File: config.mk
export PLATFORM = sky130hd
export DESIGN_NAME = agcr_top
export DESIGN_NICKNAME = d
export VERILOG_FILES = /design/src/agcr_pkg.sv /design/src/agcr_cfg_if.sv /design/src/agcr_decode.sv /design/src/agcr_top.sv
export VERILOG_INCLUDE_DIRS = /design/src
export SDC_FILE = /design/constraint.sdc
export NUM_CORES = 1
export LEC_CHECK = 0
export BUFFER_PORTS_ARGS = -buffer_cell sky130_fd_sc_hd__buf_2
export CAP_MARGIN = 20
export CORE_ASPECT_RATIO = 0.9
export CORE_MARGIN = 2
export CORE_UTILIZATION = 35
export DETAILED_ROUTE_END_ITERATION = 7
export SYNTH_ARGS = -nofsm -noshare
export SYNTH_HDL_FRONTEND = slang
export SYNTH_SLANG_ARGS = --single-unit
File: constraint.sdc
create_clock -name hclk -period 2.2 [get_ports hclk]
set_input_delay 0.11 -clock hclk [delete_from_list [all_inputs] [get_ports hclk]]
set_output_delay 0.11 -clock hclk [all_outputs]
set_load 0.02 [all_outputs]
File: src/agcr_regs.svh
// Register offsets, field positions, reset values and decode tables.
`ifndef AGCR_REGS_SVH
`define AGCR_REGS_SVH
`define AGCR_IDX_CTRL_A 8'h1d
`define AGCR_IDX_CTRL_B 8'h1e
`define AGCR_IDX_CTRL_C 8'h1f
`define AGCR_IDX_LGAIN 8'h20
`define AGCR_RST_CTRL_A 8'h00
`define AGCR_RST_CTRL_B 8'hfe
`define AGCR_RST_CTRL_C 8'h00
`define AGCR_RST_LGAIN 8'h00
`define AGCR_BIT_EN 7
`define AGCR_TGT_HI 6
`define AGCR_TGT_LO 4
`define AGCR_ATK_HI 3
`define AGCR_ATK_LO 2
`define AGCR_DCY_HI 1
`define AGCR_DCY_LO 0
`define AGCR_MAXG_HI 7
`define AGCR_MAXG_LO 1
`define AGCR_HYS_HI 7
`define AGCR_HYS_LO 6
`define AGCR_THR_HI 5
`define AGCR_THR_LO 1
`define AGCR_BIT_CLIP 0
`define AGCR_MAXG_CAP 7'h77
`define AGCR_GAIN_MIN 8'he8
`define AGCR_GAIN_MAX 8'h77
`define AGCR_ATK_MS0 16'd8
`define AGCR_ATK_MS1 16'd11
`define AGCR_ATK_MS2 16'd16
`define AGCR_ATK_MS3 16'd20
`define AGCR_DCY_MS0 16'd100
`define AGCR_DCY_MS1 16'd200
`define AGCR_DCY_MS2 16'd400
`define AGCR_DCY_MS3 16'd500
`define AGCR_THR_BASE 8'd30
`define AGCR_THR_STEP 8'd2
`endif

File: src/agcr_pkg.sv
// Types shared by the gain control register bank.
package agcr_pkg;
	typedef enum logic [1:0] {
		AGCR_HYS_1DB,
		AGCR_HYS_2DB,
		AGCR_HYS_4DB,
		AGCR_HYS_OFF
	} agcr_hys_t;
	typedef struct packed {
		logic enable;
		logic [2:0] target;
		logic [1:0] attack;
		logic [1:0] decay;
		logic [6:0] max_gain;
		logic [1:0] hyst;
		logic [4:0] noise_thr;
		logic clip_step;
	} agcr_cfg_t;
endpackage

File: src/agcr_cfg_if.sv
// Raw configuration fields passed from the register file to the decoder.
`timescale 1ns/100ps
interface agcr_cfg_if;
	import agcr_pkg::*;
	agcr_cfg_t cfg;
	modport src (output cfg);
	modport dst (input cfg);
endinterface

File: src/agcr_decode.sv
// Decoder turning raw configuration codes into working values.
`timescale 1ns/100ps
`include "agcr_regs.svh"
module agcr_decode
	import agcr_pkg::*;
(
	input wire logic hclk, // Core clock.
	input wire logic hresetn, // Asynchronous reset, active low.
	agcr_cfg_if.dst cfg_in, // Raw configuration codes.
	output logic agc_on, // Gain control enabled.
	output logic [2:0] target_code, // Loudness target code.
	output logic [15:0] attack_ms, // Attack time in ms.
	output logic [15:0] decay_ms, // Decay time in ms.
	output logic [6:0] max_gain_half_db, // Gain cap in 0.5 dB.
	output logic hyst_on, // Hysteresis active.
	output logic [2:0] hyst_db, // Hysteresis in dB.
	output logic noise_det_on, // Noise detection active.
	output logic [7:0] noise_thr_neg_db, // Threshold magnitude.
	output logic clip_step_on // Clip stepping active.
);
	typedef struct packed {
		logic on;
		logic [2:0] tgt;
		logic [15:0] atk;
		logic [15:0] dcy;
		logic [6:0] maxg;
		logic hon;
		logic [2:0] hdb;
		logic non;
		logic [7:0] thr;
		logic clip;
	} agcr_dec_t;
	agcr_dec_t st_q, st_d;
	agcr_cfg_t c;
	assign c = cfg_in.cfg;
	// ------------------------------------------------------------
	// Decode
	// ------------------------------------------------------------
	always_comb begin
		st_d = st_q;
		st_d.on = c.enable; // see RQ1
		st_d.tgt = c.target; // see RQ2
		// Times hold only without double-rate operation. see RQ5
		case (c.attack) // see RQ3
			2'h0: st_d.atk = `AGCR_ATK_MS0;
			2'h1: st_d.atk = `AGCR_ATK_MS1;
			2'h2: st_d.atk = `AGCR_ATK_MS2;
			default: st_d.atk = `AGCR_ATK_MS3;
		endcase
		case (c.decay) // see RQ4
			2'h0: st_d.dcy = `AGCR_DCY_MS0;
			2'h1: st_d.dcy = `AGCR_DCY_MS1;
			2'h2: st_d.dcy = `AGCR_DCY_MS2;
			default: st_d.dcy = `AGCR_DCY_MS3;
		endcase
		// Codes above the cap saturate to 59.5 dB. see RQ6
		if (c.max_gain > `AGCR_MAXG_CAP) begin
			st_d.maxg = `AGCR_MAXG_CAP;
		end else begin
			st_d.maxg = c.max_gain;
		end
		st_d.hon = 1'b1;
		case (agcr_hys_t'(c.hyst)) // see RQ8
			AGCR_HYS_1DB: st_d.hdb = 3'h1;
			AGCR_HYS_2DB: st_d.hdb = 3'h2;
			AGCR_HYS_4DB: st_d.hdb = 3'h4;
			default: begin
				st_d.hdb = 3'h0;
				st_d.hon = 1'b0;
			end
		endcase
		st_d.non = (c.noise_thr != 5'h00); // see RQ9
		if (st_d.non) begin
			st_d.thr = 8'(`AGCR_THR_BASE + `AGCR_THR_STEP *
				{3'h0, c.noise_thr - 5'h01});
		end else begin
			st_d.thr = 8'h00;
		end
		st_d.clip = c.clip_step; // see RQ10
	end
	always_ff @(posedge hclk or negedge hresetn) begin
		if (!hresetn) begin
			st_q <= '0;
		end else begin
			st_q <= st_d;
		end
	end
	assign agc_on = st_q.on;
	assign target_code = st_q.tgt;
	assign attack_ms = st_q.atk;
	assign decay_ms = st_q.dcy;
	assign max_gain_half_db = st_q.maxg;
	assign hyst_on = st_q.hon;
	assign hyst_db = st_q.hdb;
	assign noise_det_on = st_q.non;
	assign noise_thr_neg_db = st_q.thr;
	assign clip_step_on = st_q.clip;
endmodule

File: src/agcr_top.sv
// AHB-Lite register bank for right-channel gain control settings.
//
// Overview of operation
// RQ1 - Top bit of control register A enables the right gain control.
// RQ2 - Three-bit target code selects loudness target, -5.5 dB to -24 dB.
// RQ3 - Two-bit attack code selects 8, 11, 16 or 20 ms.
// RQ4 - Two-bit decay code selects 100, 200, 400 or 500 ms.
// RQ5 - Attack and decay times hold only with double-rate operation off.
// RQ6 - Seven-bit gain cap in 0.5 dB steps, saturating at 59.5 dB.
// RQ7 - Software writes zero to the reserved low bit of register B.
// RQ8 - Hysteresis code gives 1, 2 or 4 dB; code 3 turns it off.
// RQ9 - Noise threshold zero disables detection; else -30 dB down 2 dB/step.
// RQ10 - Low bit of register C enables clip stepping.
// RQ11 - Left applied gain is read back as signed 0.5 dB value.
//
// Our own choice: the AHB-Lite interface to the registers.
`timescale 1ns/100ps
`include "agcr_regs.svh"
module agcr_top
	import agcr_pkg::*;
(
	input wire logic hclk, // Core clock, 10 MHz.
	input wire logic hresetn, // Asynchronous reset, active low.
	input wire logic hsel, // Slave select.
	input wire logic [31:0] haddr, // Byte address.
	input wire logic [1:0] htrans, // Transfer type.
	input wire logic hwrite, // Write when high.
	input wire logic [2:0] hsize, // Transfer size.
	input wire logic [31:0] hwdata, // Write data.
	input wire logic hready, // Bus ready in.
	output logic [31:0] hrdata, // Read data.
	output logic hreadyout, // Slave ready.
	output logic hresp, // Response, always OKAY.
	input wire logic [7:0] left_gain_in, // Left gain from the algorithm.
	input wire logic dbl_rate_on, // Double-rate audio operation active.
	output logic agc_on, // Gain control enabled.
	output logic [2:0] target_code, // Loudness target code.
	output logic [15:0] attack_ms, // Attack time in ms.
	output logic [15:0] decay_ms, // Decay time in ms.
	output logic times_valid, // Attack and decay figures exact.
	output logic [6:0] max_gain_half_db, // Gain cap in 0.5 dB.
	output logic hyst_on, // Hysteresis active.
	output logic [2:0] hyst_db, // Hysteresis in dB.
	output logic noise_det_on, // Noise detection active.
	output logic [7:0] noise_thr_neg_db, // Threshold magnitude in dB.
	output logic clip_step_on // Clip stepping active.
);
	typedef struct packed {
		logic wr_pend;
		logic [7:0] wr_idx;
		logic [31:0] rdata;
		logic [7:0] ctrl_a;
		logic [7:0] ctrl_b;
		logic [7:0] ctrl_c;
		logic [7:0] lgain;
		logic times_ok;
	} agcr_state_t;
	agcr_state_t st_q, st_d;
	agcr_cfg_if cfg_bus ();
	logic addr_ok;
	logic req;
	logic [7:0] idx;
	logic [7:0] rd_val;
	// ------------------------------------------------------------
	// Address phase decode
	// ------------------------------------------------------------
	// Printed offsets 1d to 1f are not word multiples, so each offset is an index and the
	// byte address is four times it.
	assign idx = haddr[9:2];
	assign req = hsel && hready && htrans[1];
	assign addr_ok = (haddr[31:10] == 22'h0) && (haddr[1:0] == 2'h0);
	always_comb begin
		rd_val = 8'h00;
		case (idx)
			`AGCR_IDX_CTRL_A: rd_val = st_q.ctrl_a;
			`AGCR_IDX_CTRL_B: rd_val = st_q.ctrl_b;
			`AGCR_IDX_CTRL_C: rd_val = st_q.ctrl_c;
			`AGCR_IDX_LGAIN: rd_val = st_q.lgain; // see RQ11
			default: rd_val = 8'h00;
		endcase
	end
	// ------------------------------------------------------------
	// Register state
	// ------------------------------------------------------------
	always_comb begin
		st_d = st_q;
		st_d.wr_pend = 1'b0;
		// The gain readback tracks the algorithm every cycle; software cannot
		// write it. see RQ11
		st_d.lgain = left_gain_in;
		st_d.times_ok = !dbl_rate_on; // see RQ5
		if (st_q.wr_pend) begin
			case (st_q.wr_idx)
				`AGCR_IDX_CTRL_A: st_d.ctrl_a = hwdata[7:0];
				// The reserved bit is stored as written; keeping it clear
				// is up to software. see RQ7
				`AGCR_IDX_CTRL_B: st_d.ctrl_b = hwdata[7:0];
				`AGCR_IDX_CTRL_C: st_d.ctrl_c = hwdata[7:0];
				default: st_d.ctrl_a = st_q.ctrl_a;
			endcase
		end
		if (req && addr_ok) begin
			if (hwrite) begin
				st_d.wr_pend = 1'b1;
				st_d.wr_idx = idx;
			end else begin
				st_d.rdata = {24'h0, rd_val};
			end
		end else if (req) begin
			st_d.rdata = 32'h0;
		end
	end
	always_ff @(posedge hclk or negedge hresetn) begin
		if (!hresetn) begin
			st_q.wr_pend <= 1'b0;
			st_q.wr_idx <= 8'h00;
			st_q.rdata <= 32'h0;
			st_q.ctrl_a <= `AGCR_RST_CTRL_A;
			st_q.ctrl_b <= `AGCR_RST_CTRL_B;
			st_q.ctrl_c <= `AGCR_RST_CTRL_C;
			st_q.lgain <= `AGCR_RST_LGAIN;
			st_q.times_ok <= 1'b1;
		end else begin
			st_q <= st_d;
		end
	end
	// ------------------------------------------------------------
	// Field split
	// ------------------------------------------------------------
	assign cfg_bus.cfg.enable = st_q.ctrl_a[`AGCR_BIT_EN]; // see RQ1
	assign cfg_bus.cfg.target = st_q.ctrl_a[`AGCR_TGT_HI:`AGCR_TGT_LO];
	assign cfg_bus.cfg.attack = st_q.ctrl_a[`AGCR_ATK_HI:`AGCR_ATK_LO];
	assign cfg_bus.cfg.decay = st_q.ctrl_a[`AGCR_DCY_HI:`AGCR_DCY_LO];
	assign cfg_bus.cfg.max_gain = st_q.ctrl_b[`AGCR_MAXG_HI:`AGCR_MAXG_LO];
	assign cfg_bus.cfg.hyst = st_q.ctrl_c[`AGCR_HYS_HI:`AGCR_HYS_LO];
	assign cfg_bus.cfg.noise_thr = st_q.ctrl_c[`AGCR_THR_HI:`AGCR_THR_LO];
	assign cfg_bus.cfg.clip_step = st_q.ctrl_c[`AGCR_BIT_CLIP]; // see RQ10
	agcr_decode u_decode (
		.hclk(hclk),
		.hresetn(hresetn),
		.cfg_in(cfg_bus.dst),
		.agc_on(agc_on),
		.target_code(target_code),
		.attack_ms(attack_ms),
		.decay_ms(decay_ms),
		.max_gain_half_db(max_gain_half_db),
		.hyst_on(hyst_on),
		.hyst_db(hyst_db),
		.noise_det_on(noise_det_on),
		.noise_thr_neg_db(noise_thr_neg_db),
		.clip_step_on(clip_step_on)
	);
	assign hrdata = st_q.rdata;
	assign hreadyout = 1'b1;
	assign hresp = 1'b0;
	assign times_valid = st_q.times_ok;
endmodule

### After elaboration in Yosys (flattened, before gate mapping)

Cells that the tools add are included.
W data, S select, Z words.

| operators by class | value |
|---|---|
| add/sub/neg operators | 2 |
| $mul | 0 |
| divide/modulo/power cells | 0 |
| magnitude comparators | 1 |
| eq/ne operators | 14 |
| shift-type cells | 0 |
| mux-type cells | 12 |
| bitwise logic cells | 0 |
| reductions and logical operators | 18 |

Operator list:

| operator | count |
|---|---|
| $mux W32 | 3 |
| $eq A8 B5 Y1 const B | 6 |
| $pmux W8 S4 | 1 |
| $pmux W9 S3 | 1 |
| $logic_not A22 Y1 | 1 |
| $mux W9 | 2 |
| $pmux W5 S3 | 1 |
| $reduce_and A2 Y1 | 5 |
| $pmux W3 S3 | 1 |
| $eq A8 B6 Y1 const B | 1 |
| $logic_not A2 Y1 | 4 |
| $mux W8 | 1 |
| $add A5 B6 Y7 const A | 1 |
| $gt A7 B7 Y1 const B | 1 |
| $mux W7 | 1 |
| $eq A2 B1 Y1 const B | 3 |
| $eq A2 B2 Y1 const B | 3 |
| $reduce_bool A5 Y1 | 1 |
| $sub A5 B1 Y5 const B | 1 |
| $logic_and A1 B1 Y1 | 4 |
| $reduce_or A3 Y1 | 1 |
| $ne A2 B2 Y1 const B | 1 |
| $reduce_bool A2 Y1 | 1 |
| $logic_not A1 Y1 | 1 |
| $mux W1 | 1 |

| storage, ports and cells | value |
|---|---|
| register bits | 113 |
| bits in latches | 0 |
| bits in writable memories | 0 |
| memory bits (read-only) | 0 |
| input bits | 83 |
| word-level logic and storage cells | 65 |
| memories kept | 0 |

### Longest topological paths before layout

| logic depth | value |
|---|---|
| depth after elaboration | 5 |
| mapped depth | 6 |
| mapped depth without buffers | 6 |

### Modules after synthesis

A second synthesis with hierarchy kept.

| unflattened totals | value |
|---|---|
| cell total of the unflattened synthesis | 307 |
| area, all modules | 3839.9 um^2 |

By module, submodules not included:

| module | instances | cells an instance | area each (um^2) | sequential area each (um^2) |
|---|---|---|---|---|
| agcr_top | 1 | 192 | 2457.4 | 1261.2 |
| agcr_decode | 1 | 115 | 1382.6 | 800.8 |

### Worst setup path after synthesis

Ideal clock, no wire load.

| path | value |
|---|---|
| path kind | register to register |
| start | register st_q[70] in the netlist's numbering |
| end | register st_q, in the netlist cfg_bus.cfg[15] |
| library setup time | 0.125 ns |
| arrival time | 1.610 ns |
| slack | 0.465 ns |
| cell stages (with the launch flop) | 5 |
| path buffers | 0 |
| clock period less this slack | 1.735 ns |
| cells stage by stage | dfrtp_1 > nor4b_4 > nand4_2 > nor3b_4 > mux2_2 |

| between the ends | value |
|---|---|
| word-level cells in the longest chain between the ends | 2 |

RTL lines:

| item | line | RTL |
|---|---|---|
| start: declaration | agcr_top.sv:58 | `agcr_state_t st_q, st_d;` |
| start signal: assignment | agcr_top.sv:124 | `st_q <= st_d;` |
| $eq A8 B5 Y1 | agcr_top.sv:93 | `case (st_q.wr_idx)` |
| $reduce_and A2 Y1 (no line) | n/a |  |

Every way passes these cells.
A chain may end at the register's enable or synchronous reset.

### Final worst setup path

| path | value |
|---|---|
| start | register st_q[70] in the netlist's numbering |
| end | register st_q[17] in the netlist's numbering |

Same word-level chain as after synthesis.

==> reports/results.txt <==
Yosys warnings = 0
CTS root buf = clkbuf_16
RSZ-0062 raised after global routing = no
Final Max Slew Viols = 0
startpoint types = flop
Met3 Wirelength = 588 um
Area growth syn-to-layout = 20.1%
setup TNS = 0 ns
Mapped Cells = 303
Overflow after GRT = 0
max-slew headroom at the worst pin = 0.492
CP max-delay cell = nor3b_4
final core occ = 0.427
critical path endpoint category = flop
PortBufs = 98
first-pass GRT wire length = 11400 um
CTS tree = built
ant diodes = 0
post-synthesis cell type count = 41
Ports = 175
CTS sink cnt = 82
final hold violation count = 0
FMAX = 0.518 GHz
Seq cells post-synth = 82
CTS Buf Count = 9
Max Used Layer = met5
outcome = finished, final reports clean
Clock Skew = 0.00407 ns
post-detail-place hpwl = 5560 um
# setup viols final = 0
Post-synth EDFFs = 0
min-delay worst type = primary input to flop
vias in the first global route = 2299
ys flop type = dfrtp_1
routability cong. = 0.747
pre-CTS worst setup slack = 0.285 ns
clock tree buffer depth = 2
Post-route DRC = 0
Die X = 114 um
commonest cells after routing, fill and taps aside = 97 x buf_2, 74 x dfrtp_1, 48 x conb_1
routed wl met2 = 3490 um
largest net degree at the start of global routing = 64
# rows = 36
starting DRC count in detailed routing = 140
H-tree depth = 3
Mapped Area = 0.00383 mm^2
M1 WL = 3340 um
PD cells = 697 mW/mm^2
Post-Place Cells = 520
initial antenna violation count = 2
commonest non-fill, non-tap cell in the layout = buf_2
max cap viols = 0
Worst Path Buf+Inv = 0
crit path cell chain = nor4b_4 -> nand4_2 -> nor3b_4 -> mux2_2
Max stage delay on crit path = 0.46 ns
syn_area_per_cell = 12.6 um^2
Design Power = 3.21 mW
Worst Slack Setup Final = 0.271 ns
DIE AREA = 0.0118 mm^2
Synth async-reset ratio = 1.00
Non-Filler Instances = 546
die height = 103 um
Clock Latency Late Sink = 0.33 ns
Max VDD drop = 384 uV
min Tclk post-route = 1.93 ns
final layout net count = 498
routed vias/inst = 4.42
WS Path Type = flop to flop
Leak Pwr = 2.32 nW
Clock transition at path regs = 0.06 ns
Total Wirelength = 7560 um
sequential fraction of the synthesis area = 0.538
CP delay by family, top = simple AND/OR/NAND/NOR gates
Final Cycle Share = 0.877
Slew @ Worst Pin = 0.762 ns
Worst Path Arrival = 2.14 ns
DRT antenna net count = 0
core area = 0.0108 mm^2
router iterations before antenna repair = 4
Critical Path Fanout Max = 8
Total GRT Usage = 0.127
DR WL/cell = 13.8 um
total number of vias = 2416
fraction of layout cells with a size suffix above 1 = 0.426
Starting Density = 0.356
CP required = 2.41 ns
[cell type report]
type / instances / area [um^2]
clock buffers: 13 / 250
fillers: 977 / 6170
multi-input cells: 181 / 1390
flip-flops and latches: 82 / 2060
inverters: 19 / 71.3
repair buffers: 115 / 646
clock inverters: 3 / 15.0
well taps: 133 / 166
[power by group]
part	switching [mW]	internal, mW	leakage, nW	total [mW]
clock network	0.551	0.790	0.133	1.34
registers	0.0166	1.54	1.04	1.56
logic	0.202	0.102	1.15	0.304
total	0.769	2.44	2.32	3.21
[metal layers]
metal,up-vias,global-route usage
met2,79,0.195
met1,1179,0.159
met4,4,0.0478
met5,-,0
met3,11,0.0559
li1,1143,-
[cell usage after synthesis, drive strengths merged (2+ instances only)]
library cell / instances / area [um^2]
dfrtp: 74 / 1850
buf: 62 / 463
mux2: 40 / 480
inv: 19 / 71.3
nor2: 10 / 37.5
a22o: 8 / 70.1
a22oi: 8 / 60.1
dfstp: 8 / 210
o22ai: 8 / 50.1
ha: 7 / 87.6
nor4: 6 / 52.6
clkbuf: 5 / 18.8
nand2b: 5 / 31.3
nor2b: 5 / 31.3
nand3: 4 / 20.0
nor3: 4 / 25.0
and2: 3 / 18.8
xnor2: 3 / 26.3
xor2: 3 / 26.3
a21oi: 2 / 10.0
and4: 2 / 17.5
conb: 2 / 7.51
nand4: 2 / 18.8
nor3b: 2 / 37.5
or2: 2 / 12.5
or4: 2 / 22.5
[through the flow]
stage / instance area [um^2] / hold slack (ns)
3_5_place_dp: 4230 / 0.220
3_3_place_gp: 4230 / 0.220
4_1_cts: 4600 / 0.0219
2_1_floorplan: 4000 / -0.186
5_1_grt: 4600 / 0.0317
6_report: 4600 / 0.0286
[worst reg2reg max path: stages, from the launching register on]
cell	delay, ns
dfrtp_1	0.41
nor4b_4	0.34
nand4_2	0.21
nor3b_4	0.46
mux2_2	0.39
[kinds of logic after synthesis]
kind of cell               count (synthesis)  share of synthesized area
muxes                                     40                      0.125
other                                      2                    0.00196
buffers and inverters                     86                      0.144
xor gates and xnor gates                   6                     0.0137
adders and majority gates                  7                     0.0229
DFF                                       82                      0.538
AOI/OAI and AO/OA                         28                     0.0536
and+or+nand+nor                           52                     0.0996
[path summary, 6_finish.rpt]
kind                                                   from                           endpoint  slack, ns  depth (start not counted)
min in group asynchronous                           hresetn     u_decode.decay_ms[7]$_DFF_PN0_       0.40                          2
worst min-delay path                               haddr[9]               st_q[72]$_DFFE_PN0P_       0.03                          2
worst max register to register         st_q[70]$_DFFE_PN0P_               st_q[17]$_DFFE_PN0P_       0.27                          4
max in group asynchronous                           hresetn              hrdata[2]$_DFFE_PN0P_       1.12                          3
worst min register to register  cfg_bus.cfg[20]$_DFFE_PN0P_  u_decode.target_code[1]$_DFF_PN0_       0.40                          0
worst max-delay path                   st_q[70]$_DFFE_PN0P_               st_q[17]$_DFFE_PN0P_       0.27                          4
[flip-flops by register name, summed over array words and instances, names as in the netlist]
name	count
u_decode.noise_det_on	1
times_valid	1
u_decode.attack_ms	4
u_decode.target_code	3
u_decode.clip_step_on	1
u_decode.hyst_on	1
u_decode.decay_ms	5
u_decode.max_gain_half_db	7
u_decode.noise_thr_neg_db	6
u_decode.agc_on	1
u_decode.hyst_db	3
cfg_bus.cfg	23
hrdata	8
st_q	18
[repair_timing]
item / in CTS / in global routing
hold endpoints to repair: 62 / 0
setup buffers: 0 / 0
hold buffers: 10 / 0
gates resized for setup: 0 / 0
(Power assumes the default switching activity.)
